<file path="config.mk">
export PLATFORM = sky130hd
export DESIGN_NAME = rcl_cfg_regs
export DESIGN_NICKNAME = d
export VERILOG_FILES = /design/src/rcl_pkg.sv /design/src/rcl_cfg_regs.sv /design/src/rcl_rate_decode.sv
export SDC_FILE = /design/constraint.sdc
export NUM_CORES = 1
export LEC_CHECK = 0
export BUFFER_PORTS_ARGS = -buffer_cell sky130_fd_sc_hd__buf_2
export CAP_MARGIN = 40
export CORE_AREA = 4 4 147 149
export CTS_BUF_LIST = sky130_fd_sc_hd__clkbuf_8
export DETAILED_ROUTE_END_ITERATION = 7
export DIE_AREA = 0 0 151 153
export PLACE_DENSITY = 0.7
export SYNTH_ARGS = -nofsm -noshare
export SYNTH_HDL_FRONTEND = slang
export SYNTH_SLANG_ARGS = --single-unit
</file>
<file path="constraint.sdc">
create_clock -name mclk_i -period 5.8 [get_ports mclk_i]
set_clock_uncertainty 0.2 [all_clocks]
set_input_delay 0.87 -clock mclk_i [delete_from_list [all_inputs] [get_ports mclk_i]]
set_output_delay 0.87 -clock mclk_i [all_outputs]
set_load 0.03 [all_outputs]
</file>
<file path="src/rcl_pkg.sv">
// Package with register map, field layout and rate codes for the rate-code and port-link configuration block.
package rcl_pkg;
  localparam logic [7:0] ADDR_TEST_A    = 8'hbf;
  localparam logic [7:0] ADDR_P3_CTRL_1 = 8'hcf;
  localparam logic [7:0] ADDR_P3_CTRL_2 = 8'hdf;
  localparam logic [7:0] ADDR_TEST_B    = 8'hef;
  localparam logic [7:0] ADDR_P4_CLOCK  = 8'hff;

  localparam logic [7:0] TEST_A_VALUE   = 8'h80;
  localparam logic [7:0] TEST_B_VALUE   = 8'h32;
  localparam logic [4:0] P3_CTRL_1_RSVD = 5'h15;
  localparam logic [5:0] P3_CTRL_2_RSVD = 6'h2c;

  localparam int P3_HALF_DUPLEX_BIT = 7;
  localparam int P3_FLOW_CTRL_BIT   = 6;
  localparam int P3_SPEED_10_BIT    = 5;
  localparam int P3_MAC_ROLE_BIT    = 6;
  localparam int P4_CLK_INVERT_BIT  = 6;

  localparam logic [6:0] CODE_FULL_RATE_100 = 7'h64;
  localparam logic [6:0] CODE_FULL_RATE_10  = 7'h0a;
  localparam logic [6:0] CODE_SUB_MBPS_LO   = 7'h65;
  localparam logic [6:0] CODE_SUB_MBPS_HI   = 7'h73;
  localparam logic [6:0] CODE_RESET         = 7'h00;
  localparam logic [16:0] KBPS_PER_MBPS     = 17'h003e8;
  localparam logic [16:0] KBPS_SUB_STEP     = 17'h00040;
  localparam logic [16:0] KBPS_LINE_100     = 17'h186a0;
  localparam logic [16:0] KBPS_LINE_10      = 17'h02710;

  typedef struct packed {
    logic       wr_en;
    logic       rd_en;
    logic [7:0] addr;
    logic [7:0] wdata;
  } rcl_reg_req_type;

  typedef struct packed {
    logic        limited;
    logic [16:0] rate_kbps;
  } rcl_rate_type;

  typedef struct packed {
    logic half_duplex;
    logic flow_ctrl_en;
    logic speed_10;
    logic mac_role;
    logic p4_clk_invert;
  } rcl_link_cfg_type;
endpackage : rcl_pkg

</file>
<file path="src/rcl_cfg_regs.sv">
// Register bank for port link control and per-queue rate-code decoding.
`timescale 1ns/1ps
// What this block does
// At 100BT, codes 1 to 99 limit to that many Mbps.
// At 100BT, code 0 or 100 means full rate; reset 0.
// Codes 101 to 115 give 64 to 960 Kbps in 64 Kbps steps.
// At 10BT, codes 1 to 9 limit to that many Mbps.
// At 10BT, code 0 or 10 means full rate; reset 0.
// One code format serves all ingress and egress limit fields.
// Control one bit 7 selects half duplex on port 3.
// Control one bit 6 enables port 3 flow control.
// Control one bit 5 runs port 3 at 10BT.
// Control two bit 6 selects MAC role on port 3.
// Register 0xff bit 6 inverts the port 4 transmit clock phase.
// Software sets inversion only on the clock-mode side, back to back.
// Reserved fields read fixed values and ignore writes.
// Test registers are read-only fixed values 0x80 and 0x32.
// Each queue is shaped to its decoded egress rate; this block only decodes the rate onto limit_rate_o.
// Codes 116 to 127 mean no limiting.
module rcl_cfg_regs #(
  parameter int NUM_LIMITS = 4
) (
  input  wire logic                         mclk_i,
  input  wire logic                         rst_n_i,
  input  rcl_pkg::rcl_reg_req_type          req_i,
  output logic [7:0]                        rdata_o,
  output logic                              rvalid_o,
  input  wire logic [NUM_LIMITS-1:0]        limit_speed_10_i,
  input  wire logic [NUM_LIMITS*7-1:0]      limit_code_i,
  output rcl_pkg::rcl_rate_type [NUM_LIMITS-1:0] limit_rate_o,
  output rcl_pkg::rcl_link_cfg_type         link_cfg_o
);
  import rcl_pkg::*;

  // Offset decode flags; at most one is high for any address.
  logic       hit_test_a;
  logic       hit_test_b;
  logic       hit_p3_one;
  logic       hit_p3_two;
  logic       hit_p4_clock;
  logic       hit_any;
  logic       wr_p3_one;
  logic       wr_p3_two;
  logic       wr_p4_clock;
  logic       rd_strobe;
  // Writable control bits, one flip-flop each.
  logic       half_duplex_d;
  logic       half_duplex_q;
  logic       flow_ctrl_d;
  logic       flow_ctrl_q;
  logic       speed_10_d;
  logic       speed_10_q;
  logic       mac_role_d;
  logic       mac_role_q;
  logic       clk_invert_d;
  logic       clk_invert_q;
  logic [7:0] img_p3_one;
  logic [7:0] img_p3_two;
  logic [7:0] img_p4_clock;
  logic [7:0] rdata_d;
  logic [7:0] rdata_q;
  logic       rvalid_d;
  logic       rvalid_q;

  // A full byte compare keeps aliases out; only the five offsets decode, and any other read returns zero with rvalid.
  always_comb begin
    hit_test_a   = 1'b0;
    hit_test_b   = 1'b0;
    hit_p3_one   = 1'b0;
    hit_p3_two   = 1'b0;
    hit_p4_clock = 1'b0;
    case (req_i.addr)
      ADDR_TEST_A: begin
        hit_test_a = 1'b1;
      end
      ADDR_TEST_B: begin
        hit_test_b = 1'b1;
      end
      ADDR_P3_CTRL_1: begin
        hit_p3_one = 1'b1;
      end
      ADDR_P3_CTRL_2: begin
        hit_p3_two = 1'b1;
      end
      ADDR_P4_CLOCK: begin
        hit_p4_clock = 1'b1;
      end
      default: begin
      end
    endcase
    hit_any = hit_test_a | hit_test_b | hit_p3_one | hit_p3_two | hit_p4_clock;
  end

  // the test offsets get no write strobe, so writes there are dropped.
  // Unmapped offsets raise no strobe either; a write there has no effect.
  always_comb begin
    wr_p3_one   = req_i.wr_en & hit_p3_one;
    wr_p3_two   = req_i.wr_en & hit_p3_two;
    wr_p4_clock = req_i.wr_en & hit_p4_clock;
    rd_strobe   = req_i.rd_en;
  end

  always_comb begin
    half_duplex_d = half_duplex_q;
    flow_ctrl_d   = flow_ctrl_q;
    speed_10_d    = speed_10_q;
    // duplex, pause and speed bits of port 3.
    if (wr_p3_one) begin
      half_duplex_d = req_i.wdata[P3_HALF_DUPLEX_BIT];
      flow_ctrl_d   = req_i.wdata[P3_FLOW_CTRL_BIT];
      speed_10_d    = req_i.wdata[P3_SPEED_10_BIT];
    end
  end

  // All control bits clear on reset: full duplex, no pause, 100BT, PHY role.
  always_ff @(posedge mclk_i) begin
    if (!rst_n_i) begin
      half_duplex_q <= 1'b0;
      flow_ctrl_q   <= 1'b0;
      speed_10_q    <= 1'b0;
    end else begin
      half_duplex_q <= half_duplex_d;
      flow_ctrl_q   <= flow_ctrl_d;
      speed_10_q    <= speed_10_d;
    end
  end

  always_comb begin
    mac_role_d = mac_role_q;
    // MAC or PHY role.
    if (wr_p3_two) begin
      mac_role_d = req_i.wdata[P3_MAC_ROLE_BIT];
    end
  end

  always_ff @(posedge mclk_i) begin
    if (!rst_n_i) begin
      mac_role_q <= 1'b0;
    end else begin
      mac_role_q <= mac_role_d;
    end
  end

  always_comb begin
    clk_invert_d = clk_invert_q;
    // clock phase inversion.
    if (wr_p4_clock) begin
      clk_invert_d = req_i.wdata[P4_CLK_INVERT_BIT];
    end
  end

  always_ff @(posedge mclk_i) begin
    if (!rst_n_i) begin
      clk_invert_q <= 1'b0;
    end else begin
      clk_invert_q <= clk_invert_d;
    end
  end

  // reserved fields come from constants, so writes never reach them.
  always_comb begin
    img_p3_one                      = {3'h0, P3_CTRL_1_RSVD};
    img_p3_one[P3_HALF_DUPLEX_BIT]  = half_duplex_q;
    img_p3_one[P3_FLOW_CTRL_BIT]    = flow_ctrl_q;
    img_p3_one[P3_SPEED_10_BIT]     = speed_10_q;
    img_p3_two                      = {2'h0, P3_CTRL_2_RSVD};
    img_p3_two[P3_MAC_ROLE_BIT]     = mac_role_q;
    img_p4_clock                    = 8'h00;
    img_p4_clock[P4_CLK_INVERT_BIT] = clk_invert_q;
  end

  // Reads use the stored bits, so a read beside a write sees the old value.
  // Read data fall back to zero between reads, so a stale byte never looks new.
  always_comb begin
    rdata_d  = 8'h00;
    rvalid_d = rd_strobe;
    // fixed test values; unmapped offsets read as zero.
    if (rd_strobe && hit_any) begin
      if (hit_test_a) begin
        rdata_d = TEST_A_VALUE;
      end else if (hit_test_b) begin
        rdata_d = TEST_B_VALUE;
      end else if (hit_p3_one) begin
        rdata_d = img_p3_one;
      end else if (hit_p3_two) begin
        rdata_d = img_p3_two;
      end else begin
        rdata_d = img_p4_clock;
      end
    end
  end

  always_ff @(posedge mclk_i) begin
    if (!rst_n_i) begin
      rdata_q  <= 8'h00;
      rvalid_q <= 1'b0;
    end else begin
      rdata_q  <= rdata_d;
      rvalid_q <= rvalid_d;
    end
  end

  assign rdata_o                  = rdata_q;
  assign rvalid_o                 = rvalid_q;
  assign link_cfg_o.half_duplex   = half_duplex_q;
  assign link_cfg_o.flow_ctrl_en  = flow_ctrl_q;
  assign link_cfg_o.speed_10      = speed_10_q;
  assign link_cfg_o.mac_role      = mac_role_q;
  // the phase flip is only meaningful on the clock-mode side.
  assign link_cfg_o.p4_clk_invert = clk_invert_q;

  // one decoder per limit field gives each queue its shaping rate.
  for (genvar g = 0; g < NUM_LIMITS; g++) begin : g_limit
    logic [6:0] field_code;
    assign field_code = limit_code_i[g*7 +: 7];
    rcl_rate_decode u_dec (
      .mclk_i     (mclk_i),
      .rst_n_i    (rst_n_i),
      .speed_10_i (limit_speed_10_i[g]),
      .code_i     (field_code),
      .rate_o     (limit_rate_o[g])
    );
  end
endmodule // rcl_cfg_regs

</file>
<file path="src/rcl_rate_decode.sv">
// Decoder from a seven-bit rate-limit code to a target rate in kilobits per second.
`timescale 1ns/1ps
module rcl_rate_decode (
  input  wire logic         mclk_i,
  input  wire logic         rst_n_i,
  input  wire logic         speed_10_i,
  input  wire logic [6:0]   code_i,
  output rcl_pkg::rcl_rate_type rate_o
);
  import rcl_pkg::*;

  rcl_rate_type rate_d;
  rcl_rate_type rate_q;
  logic [6:0]   full_code;
  logic [16:0]  line_kbps;

  always_comb begin
    full_code = speed_10_i ? CODE_FULL_RATE_10 : CODE_FULL_RATE_100;
    line_kbps = speed_10_i ? KBPS_LINE_10 : KBPS_LINE_100;
    rate_d.limited   = 1'b0;
    rate_d.rate_kbps = line_kbps;
    // zero or the line code means no limiting.
    if (code_i == CODE_RESET || code_i == full_code) begin
      rate_d.limited = 1'b0;
    // whole megabits below line rate.
    end else if (code_i < full_code) begin
      rate_d.limited   = 1'b1;
      rate_d.rate_kbps = 17'(code_i * KBPS_PER_MBPS);
    // 64 Kbps steps at both speeds.
    end else if (code_i >= CODE_SUB_MBPS_LO && code_i <= CODE_SUB_MBPS_HI) begin
      rate_d.limited   = 1'b1;
      rate_d.rate_kbps = 17'((code_i - CODE_SUB_MBPS_LO + 7'h01) * KBPS_SUB_STEP);
    end
    // undefined codes fall through as unlimited.
  end

  always_ff @(posedge mclk_i) begin
    if (!rst_n_i) begin
      rate_q <= '0;
    end else begin
      rate_q <= rate_d;
    end
  end

  assign rate_o = rate_q;
endmodule // rcl_rate_decode

</file>
==> metrics.md, run 1 <==
| Metric | Value |
|---|---|
| Sw power | 1.66 mW |
| Fraction of layout cells with a size suffix above 1 | 0.134 |
| Post-synth ARST share | 0 |
| Worst-Skew Late Latency | 0.36 ns |
| Crit Path Category | primary input to register |
| Flop pwr share | 0.186 |
| Die H | 153 um |
| FF+latch area | 1480 um^2 |
| Worst Path Required | 5.81 ns |
| FF-to-FF Start | clk_invert_q |
| Rel. slew slack | 0.481 |
| CP startpoint | limit_code_i[24] |
| WP depth | 15 |
| RSZ-0062 raised after global routing | false |
| Period minus WS final | 4.83 ns |
| Final max-slew violation count | 0 |
| GR Util All Layers | 0.221 |
| CTS Buf Count | 9 |
| Remaining antenna violation count | 0 |
| IO Port Bufs | 120 |
| Internal Power | 1.76 mW |
| DR vias | 8,203 |
| Fmax | 207 MHz |
| Pleak | 5.52 nW |
| Postcts setup bufs | 0 |
| Core outline area | 20,200 um^2 |
| Worst Hold Launch | mac_role_q |
| P&R area growth vs syn | 10.1% |
| EDFF count, synth | 0 |
| Count leader, synth | ha_1 |
| Period utilization | 0.833 |
| CP cell instances | buf_2, inv_1, ha_1, fa_1, inv_1, fa_1, fa_1, inv_1, ha_1, o21ai_0, nor2_1, o311ai_0, a21oi_1, xnor2_1, a211oi_1 |
| Worst Path Arrival | 4.84 ns |
| Initial Utilization | 0.494 |
| DPL Wire Length | 20,300 um |
| Max stage delay on crit path | 0.51 ns |
| Buf/Inv on CP | 4 |
| Yosys warning count | 0 |
| Yosys top cell by area | ha_1 |
| GPL Wtd Cong | 0.895 |
| Switching Fraction | 0.485 |
| Total power | 3.42 mW |
| Final Hold Fails | 0 |
| WL/cell | 16.5 um |
| Finish-stage setup viols | 0 |
| Synth area leaders | ha_1 26%, dfxtp_1 15%, fa_1 14% |
| Cells after Synth | 1,114 |
| Worst-case reg-to-reg path depth | 4 |
| Worst hold stages | 2 |
| Critical path launch point type | primary input |
| DRT iter0 DRCs | 445 |
| Syn Area/Cell | 8.95 um^2 |
| PwrDens | 312 nW/um^2 |
| Number of global-route vias before repair | 8,347 |
| Die area | 23,100 um^2 |
| Total wire length | 24,700 um |
| DRC Markers | 0 |
| Crit-path leading delay family | adder cells |
| First-pass GRT wire length | 41,600 um |
| Seq/Total Area, Yosys | 0.149 |
| Flops & latches, synth | 74 |
| Clk slew on worst S/H paths | 0.08 ns |
| Crit-path max FO | 10 |
| Mapped Area | 9970 um^2 |
| Die width | 151 um |
| Initial antenna violation count | 0 |
| GRT Residual Overflow | 0 |
| Worst Setup End Kind | register |
| I/O Pins | 138 |
| Final core occ | 0.544 |
| Peak supply drop | 0.244 mV |
| Clock Tree Root | clkbuf_8 |
| Longest Clk Path Bufs | 2 |
| Final nets | 1,551 |
| CTS H-tree lvls | 3 |
| Post-synth cell types | 76 |
| Clk pwr share | 0.123 |
| Largest net degree at the start of global routing | 23 |
| Worst Hold Class | register to register |
| Top cells by count, synth | 204 x ha_1, 134 x inv_1, 74 x dfxtp_1, 72 x fa_1, 69 x nand2_1 |
| Combinational share of power | 0.692 |
| Total clock sinks | 74 |
| Vias per cell | 5.48 |
| Max-Cap Viols | 0 |
| CP max stage cell | fa_1 |
| First-pass DRT Iterations | 5 |
| Worst-Margin Slew | 0.773 ns |
| Multi-input logic area | 7800 um^2 |
| Antenna diodes | 0 |
| Status | finished clean |
| # fillers | 1,883 |
| Setup TNS | 0 ns |
| Top cell type's share of synthesized area | 0.256 |
| Cts repair resizes | 0 |
| Post-CTS Hold Fix Bufs | 0 |
| Site Rows | 52 |
| CTS tree | built |
| Top_reg_cell synth | dfxtp_1 |
==> tightest hold or removal path: cells and delay by family (launching register included) <==
family	cells	cell delay, ns
compound gates	2	0.13
flops	1	0.32
==> placed cells by master (no fill, tap or decap), types with 25 or more instances in the layout <==
cell	count
fa_1	72
xnor2_1	44
o21ai_0	53
ha_1	204
nor2_1	53
buf_2	120
inv_1	134
nand2_1	69
a21oi_1	62
dfxtp_1	74
nor3_1	25
==> state kept, by name, summed over array words and instances (netlist names) <==
name                  flops
g_limit.u_dec.rate_o     60
speed_10_q                1
rdata_o                   8
mac_role_q                1
flow_ctrl_q               1
half_duplex_q             1
rvalid_o                  1
clk_invert_q              1
==> through the flow <==
step	hold WS, ns	cell area, um^2	setup WS [ns]	instances
2_1_floorplan	0.267	10000	1.06	1125
3_3_place_gp	0.287	10700	0.652	1480
3_5_place_dp	0.286	10800	0.654	1482
4_1_cts	0.299	11000	1.03	1498
5_1_grt	0.327	11000	0.742	1498
6_report	0.300	11000	0.969	1498
==> cell families after synthesis <==
family          share of synthesized area
xor+xnor                           0.0580
fa+ha+maj                           0.401
mux                               0.00917
other cells                      0.000376
compound gates                      0.180
buf+inv                            0.0727
simple gates                        0.130
flops                               0.149
==> power groups by stage <==
| stage | clock network [mW] | logic [mW] | registers, mW |
|---|---|---|---|
| after global placement | 0 | 2.30 | 0.650 |
| after CTS | 0.435 | 2.36 | 0.638 |
| final | 0.419 | 2.37 | 0.636 |
| after floorplan | 0 | 1.58 | 0.847 |
| after global routing | 0.461 | 2.67 | 0.647 |
| after detailed placement | 0 | 2.33 | 0.648 |
==> routing by layer <==
metal,routed length (um),track usage,up-vias
met1,11300,0.304,3919
li1,-,-,4067
met5,0,0,-
met2,11900,0.369,185
met3,1070,0.0258,32
met4,380,0.0514,0
==> final timing paths <==
kind	endpoint	slack, ns
max reg2reg	rdata_o[6]	4.81
min	mac_role_q	0.30
max	g_limit[3].u_dec.rate_o[16]	0.97
min reg2reg	mac_role_q	0.30
==> cell type report <==
cell class                      instances  share of cell area
Inverter                              134              0.0458
Timing Repair Buffer                  124              0.0593
Sequential cell                        74               0.135
Tap cell                              270              0.0308
Multi-Input combinational cell        880               0.711
Clock buffer                           10              0.0125
Clock inverter                          6             0.00593
(Power assumes the default switching activity.)
==> run 2: changes to the inputs <==
--- a/config.mk
+++ b/config.mk
@@ -5,13 +5,14 @@
 export SDC_FILE = /design/constraint.sdc
 export NUM_CORES = 1
 export LEC_CHECK = 0
+export ABC_AREA = 1
 export BUFFER_PORTS_ARGS = -buffer_cell sky130_fd_sc_hd__buf_2
 export CAP_MARGIN = 40
-export CORE_AREA = 4 4 147 149
+export CORE_AREA = 4 4 148 150
 export CTS_BUF_LIST = sky130_fd_sc_hd__clkbuf_8
 export DETAILED_ROUTE_END_ITERATION = 7
-export DIE_AREA = 0 0 151 153
-export PLACE_DENSITY = 0.7
+export DIE_AREA = 0 0 152 154
+export PLACE_DENSITY = 0.72
 export SYNTH_ARGS = -nofsm -noshare
 export SYNTH_HDL_FRONTEND = slang
 export SYNTH_SLANG_ARGS = --single-unit
==> constraint.sdc (replaced) <==
create_clock -name mclk_i -period 4 [get_ports mclk_i]
set_clock_uncertainty 0.2 [all_clocks]
set_input_delay 0.6 -clock mclk_i [delete_from_list [all_inputs] [get_ports mclk_i]]
set_output_delay 0.6 -clock mclk_i [all_outputs]
set_load 0.03 [all_outputs]
==> run 2 against run 1 <==
Net effect: hold slack got worse by 0.043 ns; combinational power increased by 100%; final cell count grew 25%; non-clock buffer count rose by 129; core utilization increased by 7.0 points; sequential share of layout area shrank 1.8 points; die area up 1.3%; critical path depth rose by 1; wire length grew 14%; clock power rose by 61%.
==> metrics.md, run 2 <==
| Metric | Value |
|---|---|
| RSZ-0062 raised after global routing | true |
| Clk slew on worst S/H paths | 0.08 ns |
| I/O Pins | 138 |
| # fillers | 1,879 |
| Largest net degree at the start of global routing | 27 |
| Final max-slew violation count | 0 |
| Commonest non-fill, non-tap cell in the layout | nand2_1 |
| Initial antenna violation count | 2 |
| Worst-Skew Late Latency | 0.37 ns |
| Final Hold Fails | 0 |
| WHS | 0.257 ns |
| Worst Hold Class | primary input to register |
| Remaining antenna violation count | 0 |
| Worst Setup End Kind | register |
| Period utilization | 0.989 |
| Post-synth ARST share | 0 |
| WL/cell | 15.1 um |
| CP max stage cell | fa_1 |
| Worst Path Required | 4.07 ns |
| GRT Residual Overflow | 0 |
| EDFF count, synth | 0 |
| Most frequent cells in the layout | 249 x nand2_1, 194 x inv_1, 171 x ha_1, 130 x buf_4, 120 x buf_2 |
| FF-to-FF Start | clk_invert_q |
| Die H | 154 um |
| Total wire length | 28,100 um |
| P&R area growth vs syn | 25.9% |
| PwrDens | 501 nW/um^2 |
| Period minus WS final | 3.96 ns |
| Vias per cell | 5.23 |
| IO Port Bufs | 120 |
| Pleak | 6.76 nW |
| Peak supply drop | 0.417 mV |
| Flops & latches, synth | 74 |
| Top_reg_cell synth | dfxtp_1 |
| GR Util All Layers | 0.235 |
| CTS Buf Count | 9 |
| Die area | 23,400 um^2 |
| First-pass DRT Iterations | 5 |
| Crit-path max FO | 6 |
| GPL Wtd Cong | 0.952 |
| Cells after Synth | 1,338 |
| Antenna diodes | 0 |
| Top cells by count, synth | 253 x nand2_1, 204 x ha_1, 201 x inv_1, 117 x nand3_1, 100 x a21oi_1 |
| Top cell type's share of synthesized area | 0.253 |
| CTS tree | built |
| Seq/Total Area, Yosys | 0.147 |
| DRT iter0 DRCs | 582 |
| FF-to-FF setup slack | 3.03 ns |
| CTS H-tree lvls | 3 |
| Yosys warning count | 0 |
| Total clock sinks | 74 |
| Post-synth cell types | 41 |
| Status | finished clean |
| Total power | 6.37 mW |
| First-pass GRT wire length | 45,600 um |
| Final nets | 1,917 |
| Crit Path Category | primary input to register |
| Worst Hold Endpoint | rvalid_o |
| Fraction of layout cells with a size suffix above 1 | 0.245 |
| Number of global-route vias before repair | 9,498 |
| Count leader, synth | nand2_1 |
| DPL Wire Length | 22,900 um |
| Die width | 152 um |
| Max reg flops | 60 |
| Clock Tree Root | clkbuf_8 |
| Max stage delay on crit path | 0.57 ns |
| Mapped Area | 10,100 um^2 |
| Site Rows | 53 |
| Worst Hold Launch | req_i[16] |
| Synth area leaders | ha_1 25%, dfxtp_1 15%, fa_1 14% |
| Worst-Margin Slew | 0.512 ns |
| Max-Cap Viols | 0 |
| Rel. slew slack | 0.658 |
| Fmax | 253 MHz |
| Worst-case reg-to-reg path depth | 4 |
| Yosys top cell by area | ha_1 |
| Final core occ | 0.614 |
| DR vias | 9,778 |
| Worst hold stages | 3 |
| Worst Path Arrival | 4.03 ns |
| DRC Markers | 0 |
| Critical path launch point type | primary input |
| CP cell instances | buf_2, clkinvlp_4, fa_1, inv_1, fa_1, fa_1, ha_1, ha_4, nand2_1, nand2_1, a31oi_1, nand4_1, nand3_1, nand2_1, a21oi_1, nor2_1 |
| Core outline area | 20,700 um^2 |
| Syn Area/Cell | 7.54 um^2 |
| Longest Clk Path Bufs | 2 |
| Finish-stage setup viols | 0 |
| Reg-to-reg endpoint | rdata_o[6] |
| Initial Utilization | 0.488 |
==> run 2: cell count changes after synthesis, moves of 28 or more <==
| cell | delta |
|---|---|
| xnor2_1 | -28 |
| inv_1 | +67 |
| nand3_1 | +97 |
| a21oi_1 | +38 |
| nor2_1 | +40 |
| nand2_1 | +184 |
==> run 2: cells by family after synthesis <==
family,count (synthesis),synth area share
other cells,1,0.000372
simple gates,523,0.226
compound gates,193,0.106
xor+xnor,31,0.0269
flops,74,0.147
buf+inv,240,0.0982
fa+ha+maj,276,0.396
==> run 2: timing repair <==
action / CTS / global route
hold buffers: 0 / 0
setup endpoints to repair: 4 / 30
gates resized for setup: 3 / 91
pin swaps: 0 / 44
buffers inserted: 0 / 6
endpoints found under the hold margin: 0 / 0
gates cloned: 0 / 0
==> run 2: routing by layer <==
metal  share of wire  global-route usage  up-vias  wire length (um)
met5          0.0012                   0        -                34
met4           0.023              0.0638        4               635
met3           0.063              0.0448       54              1770
met2            0.48               0.396      322             13500
met1            0.43               0.309     4567             12200
li1                -                   -     4831                 -
==> run 2: final cells by class <==
class / instances / area [um^2] / area share
tap: 275 / 344 / 0.0271
timing repair buffer: 253 / 1610 / 0.127
multi-input combinational: 1035 / 8210 / 0.646
inverter: 216 / 837 / 0.0659
sequential: 74 / 1480 / 0.117
clock inverter: 6 / 90.1 / 0.00709
clock buffer: 10 / 138 / 0.0108
==> run 2: worst max-delay path by stage <==
stage,from,depth (start not counted),endpoint,slack (ns)
after detailed placement,limit_code_i[21],15,g_limit[3].u_dec.rate_o[14],-0.42
after global routing,limit_code_i[10],17,g_limit[1].u_dec.rate_o[15],-0.09
final,limit_code_i[10],16,g_limit[1].u_dec.rate_o[15],0.04
after global placement,limit_code_i[21],15,g_limit[3].u_dec.rate_o[14],-0.37
after floorplan,limit_code_i[7],15,g_limit[1].u_dec.rate_o[15],-0.02
after CTS,limit_code_i[23],14,g_limit[3].u_dec.rate_o[12],0.008
==> run 2: power by group <==
group          switching [mW]  internal, mW  total (mW)
combinational            2.60          2.18        4.79
sequential             0.0372         0.873       0.910
clock                   0.305         0.369       0.674
total                    2.95          3.42        6.37
==> run 2: worst max-delay path: cells and delay by family <==
kind / cells / cell delay [ns]
AO/OA/AOI/OAI: 2 / 0.36
adder cells (fa/ha/maj): 5 / 2.17
buffers and inverters: 3 / 0.34
AND/OR/NAND/NOR: 6 / 0.55
==> run 2: per-stage QoR <==
| stage | cells | setup TNS [ns] | setup WS (ns) | instance area (um^2) |
|---|---|---|---|---|
| floorplan | 1349 | -0.0262 | -0.0237 | 10100 |
| global placement | 1847 | -9.32 | -0.374 | 11900 |
| detailed placement | 1847 | -9.94 | -0.423 | 11900 |
| CTS | 1863 | 0 | 0.00834 | 12100 |
| global route | 1869 | -0.386 | -0.0934 | 12700 |
| finish | 1869 | 0 | 0.0420 | 12700 |
==> run 3: changes to the inputs <==
--- a/config.mk
+++ b/config.mk
@@ -8,11 +8,12 @@
 export ABC_AREA = 1
 export BUFFER_PORTS_ARGS = -buffer_cell sky130_fd_sc_hd__buf_2
 export CAP_MARGIN = 40
-export CORE_AREA = 4 4 148 150
+export CORE_AREA = 4 4 153 155
 export CTS_BUF_LIST = sky130_fd_sc_hd__clkbuf_8
 export DETAILED_ROUTE_END_ITERATION = 7
-export DIE_AREA = 0 0 152 154
+export DIE_AREA = 0 0 157 159
 export PLACE_DENSITY = 0.72
 export SYNTH_ARGS = -nofsm -noshare
 export SYNTH_HDL_FRONTEND = slang
+export SYNTH_HIERARCHICAL = 1
 export SYNTH_SLANG_ARGS = --single-unit
==> run 3 against run 2 <==
Net effect: flip-flop and latch count unchanged; first-iteration DRC count increased by 18%; wire length decreased by 0.42%; synthesized area increased by 7.7%; via count increased by 0.54%; hold slack improved by 0.010 ns; combinational power decreased by 6.3%; core utilization decreased by 1.1 points; synthesized cell count increased by 4.9%; global-route usage decreased by 1.0 points; count of clock-buffer cells in the layout unchanged; sequential power decreased by 0.4%.
==> metrics.md, run 3 <==
| Metric | Value |
|---|---|
| Status | finished clean |
| Most frequent cells in the layout | 275 x nand2_1, 215 x inv_1, 188 x ha_1, 123 x buf_4, 120 x buf_2 |
| Post-synth ARST share | 0 |
| Post-Synth Adder-Cell Area | 0.372 |
| RSZ-0062 raised after global routing | true |
| Total clock sinks | 74 |
| Simple-Gate Fraction of Synth Area | 0.264 |
| Period utilization | 0.980 |
| Worst Setup End Kind | register |
| WL/cell | 14.5 um |
| GPL Wtd Cong | 0.920 |
| Fraction of layout cells with a size suffix above 1 | 0.264 |
| Crit Path Category | primary input to register |
| Yosys warning count | 6 |
| Finish-stage setup viols | 0 |
| Placed Cells | 1,911 |
| CP max stage cell | fa_1 |
| Post-CTS Hold Fix Bufs | 0 |
| Core outline area | 21,800 um^2 |
| PwrDens | 456 nW/um^2 |
| Yosys top cell by area | ha_1 |
| P&R area growth vs syn | 21.1% |
| Post-Layout Cell Count | 1,930 |
| Synth area leaders | ha_1 24%, dfxtp_1 14%, fa_1 13% |
| Period minus WS final | 3.92 ns |
| Mux contribution to synthesized area | 0 |
| Cells after Synth | 1,404 |
| GR Util All Layers | 0.224 |
| Number of global-route vias before repair | 9,785 |
| Top cells by count, synth | 277 x nand2_1, 218 x inv_1, 208 x ha_1, 113 x nand3_1, 82 x a21oi_1 |
| Max-Cap Viols | 0 |
| CP dominant cell by count | fa_1 |
| Clk slew on worst S/H paths | 0.08 ns |
| CTS tree | built |
| Die width | 157 um |
| DPL Wire Length | 23,500 um |
| Fmax | 255 MHz |
| Pleak | 7.20 nW |
| Post-synth cell types | 51 |
| Switching Fraction | 0.483 |
| Final WS setup | 0.0798 ns |
| Post-place setup slack | -0.367 ns |
| I/O Pins | 138 |
| Site Rows | 54 |
| DRC Markers | 0 |
| Worst Path Arrival | 4.00 ns |
| Compound-cell area share of the yosys netlist | 0.0989 |
| Flop pwr share | 0.151 |
| CP cell instances | buf_2, fa_1, fa_1, inv_1, fa_1, fa_1, inv_1, ha_4, a21oi_2, nand2_1, a21oi_2, xor2_1, nand2_1, a21oi_1 |
| Combinational share of power | 0.748 |
| First-pass DRT Iterations | 5 |
| Largest net degree at the start of global routing | 19 |
| # fillers | 1,963 |
| Vias per cell | 5.09 |
| Count leader, synth | nand2_1 |
| Total wire length | 28,000 um |
| Flops & latches, synth | 74 |
| Final Hold Fails | 0 |
| Post-Synth XOR/XNOR Area | 0.0218 |
| Antenna diodes | 0 |
| Initial antenna violation count | 0 |
| First-pass GRT wire length | 46,300 um |
| Peak supply drop | 0.321 mV |
| Max stage delay on crit path | 0.54 ns |
| Internal Power | 3.10 mW |
| Worst Path Required | 4.08 ns |
| Clock Tree Root | clkbuf_8 |
| CTS H-tree lvls | 3 |
| Critical path launch point type | primary input |
| Final nets | 1,977 |
| GRT Residual Overflow | 0 |
| Final max-slew violation count | 0 |
| Mapped Area | 10,900 um^2 |
| Top_reg_cell synth | dfxtp_1 |
| Crit-path max FO | 4 |
| DRT iter0 DRCs | 689 |
| Clk pwr share | 0.102 |
| IO Port Bufs | 120 |
| Seq/Total Area, Yosys | 0.136 |
| Die area | 25,000 um^2 |
| Syn Area/Cell | 7.74 um^2 |
| Longest Clk Path Bufs | 2 |
| Commonest non-fill, non-tap cell in the layout | nand2_1 |
| Top cell type's share of synthesized area | 0.239 |
| Largest family of logic cells by synthesized area | adder cells |
| EDFF count, synth | 0 |
| Worst Hold Class | register to register |
| Sw power | 2.90 mW |
| DR vias | 9,831 |
| Worst-Skew Late Latency | 0.36 ns |
| Initial Utilization | 0.498 |
| CTS Buf Count | 9 |
| Die H | 159 um |
| Max reg flops | 60 |
| Remaining antenna violation count | 0 |
-- run 3: final timing paths --
check / from / slack (ns) / end / cells past startpoint
min: clk_invert_q / 0.27 / clk_invert_q / 2
max reg2reg: flow_ctrl_q / 3.03 / rdata_o[6] / 4
min reg2reg: clk_invert_q / 0.27 / clk_invert_q / 2
max: limit_code_i[21] / 0.08 / g_limit[3].u_dec/rate_o[12] / 14
-- run 3: metrics by stage --
step | setup TNS (ns) | utilization | cell area, um^2 | total power [mW] | hold WS (ns)
floorplan | 0 | - | 11000 | 3.74 | 0.237
global placement | -6.65 | 0.580 | 12600 | 4.95 | 0.252
detailed placement | -7.47 | 0.580 | 12600 | 5.00 | 0.261
CTS | 0 | 0.589 | 12900 | 5.67 | 0.275
global route | -0.284 | 0.603 | 13200 | 6.60 | 0.295
finish | 0 | 0.603 | 13200 | 6.01 | 0.267
-- run 3: cells by family (layout without fill, tap and decap cells) --
| kind of cell | Yosys count | after routing |
|---|---|---|
| DFF | 74 | 74 |
| buffers and inverters | 265 | 503 |
| xor gates and xnor gates | 27 | 27 |
| and+or+nand+nor | 579 | 579 |
| AOI/OAI and AO/OA | 175 | 175 |
| other | 4 | 12 |
| adders and majority gates | 280 | 280 |
-- run 3: repair_timing --
item | 4_1_cts | 5_1_grt
endpoints found under the setup margin | 0 | 27
buffers inserted | 0 | 3
resized for setup | 0 | 48
endpoints found under the hold margin | 0 | 0
-- run 3: worst max-delay path: cells and delay by family --
| family | cells | cell delay, ns |
|---|---|---|
| buffers and inverters | 3 | 0.25 |
| AND/OR/NAND/NOR | 2 | 0.20 |
| AO/OA/AOI/OAI | 3 | 0.49 |
| XOR/XNOR | 1 | 0.15 |
| adder cells (fa/ha/maj) | 5 | 2.31 |
-- run 3: area by class of cell --
type / instances / area [um^2] / area share
timing repair buffer: 248 / 1610 / 0.122
sequential: 74 / 1480 / 0.113
clock inverter: 6 / 65.1 / 0.00494
multi-input combinational: 1073 / 8600 / 0.654
clock buffer: 10 / 138 / 0.0105
tap: 280 / 350 / 0.0266
inverter: 239 / 917 / 0.0697
-- run 3: metal layers --
layer | track usage | share of wire | wire [um]
met4 | 0.0663 | 0.024 | 678
met1 | 0.293 | 0.44 | 12300
met2 | 0.384 | 0.49 | 13600
met3 | 0.0323 | 0.052 | 1450
met5 | 0 | 0 | 0
-- run 3: power groups by stage --
stage,clock (mW),sequential [mW],combinational [mW]
after global placement,0,0.923,4.03
final,0.610,0.906,4.49
after floorplan,0,1.19,2.55
after CTS,0.638,0.908,4.12
after detailed placement,0,0.923,4.08
after global routing,0.662,0.919,5.02
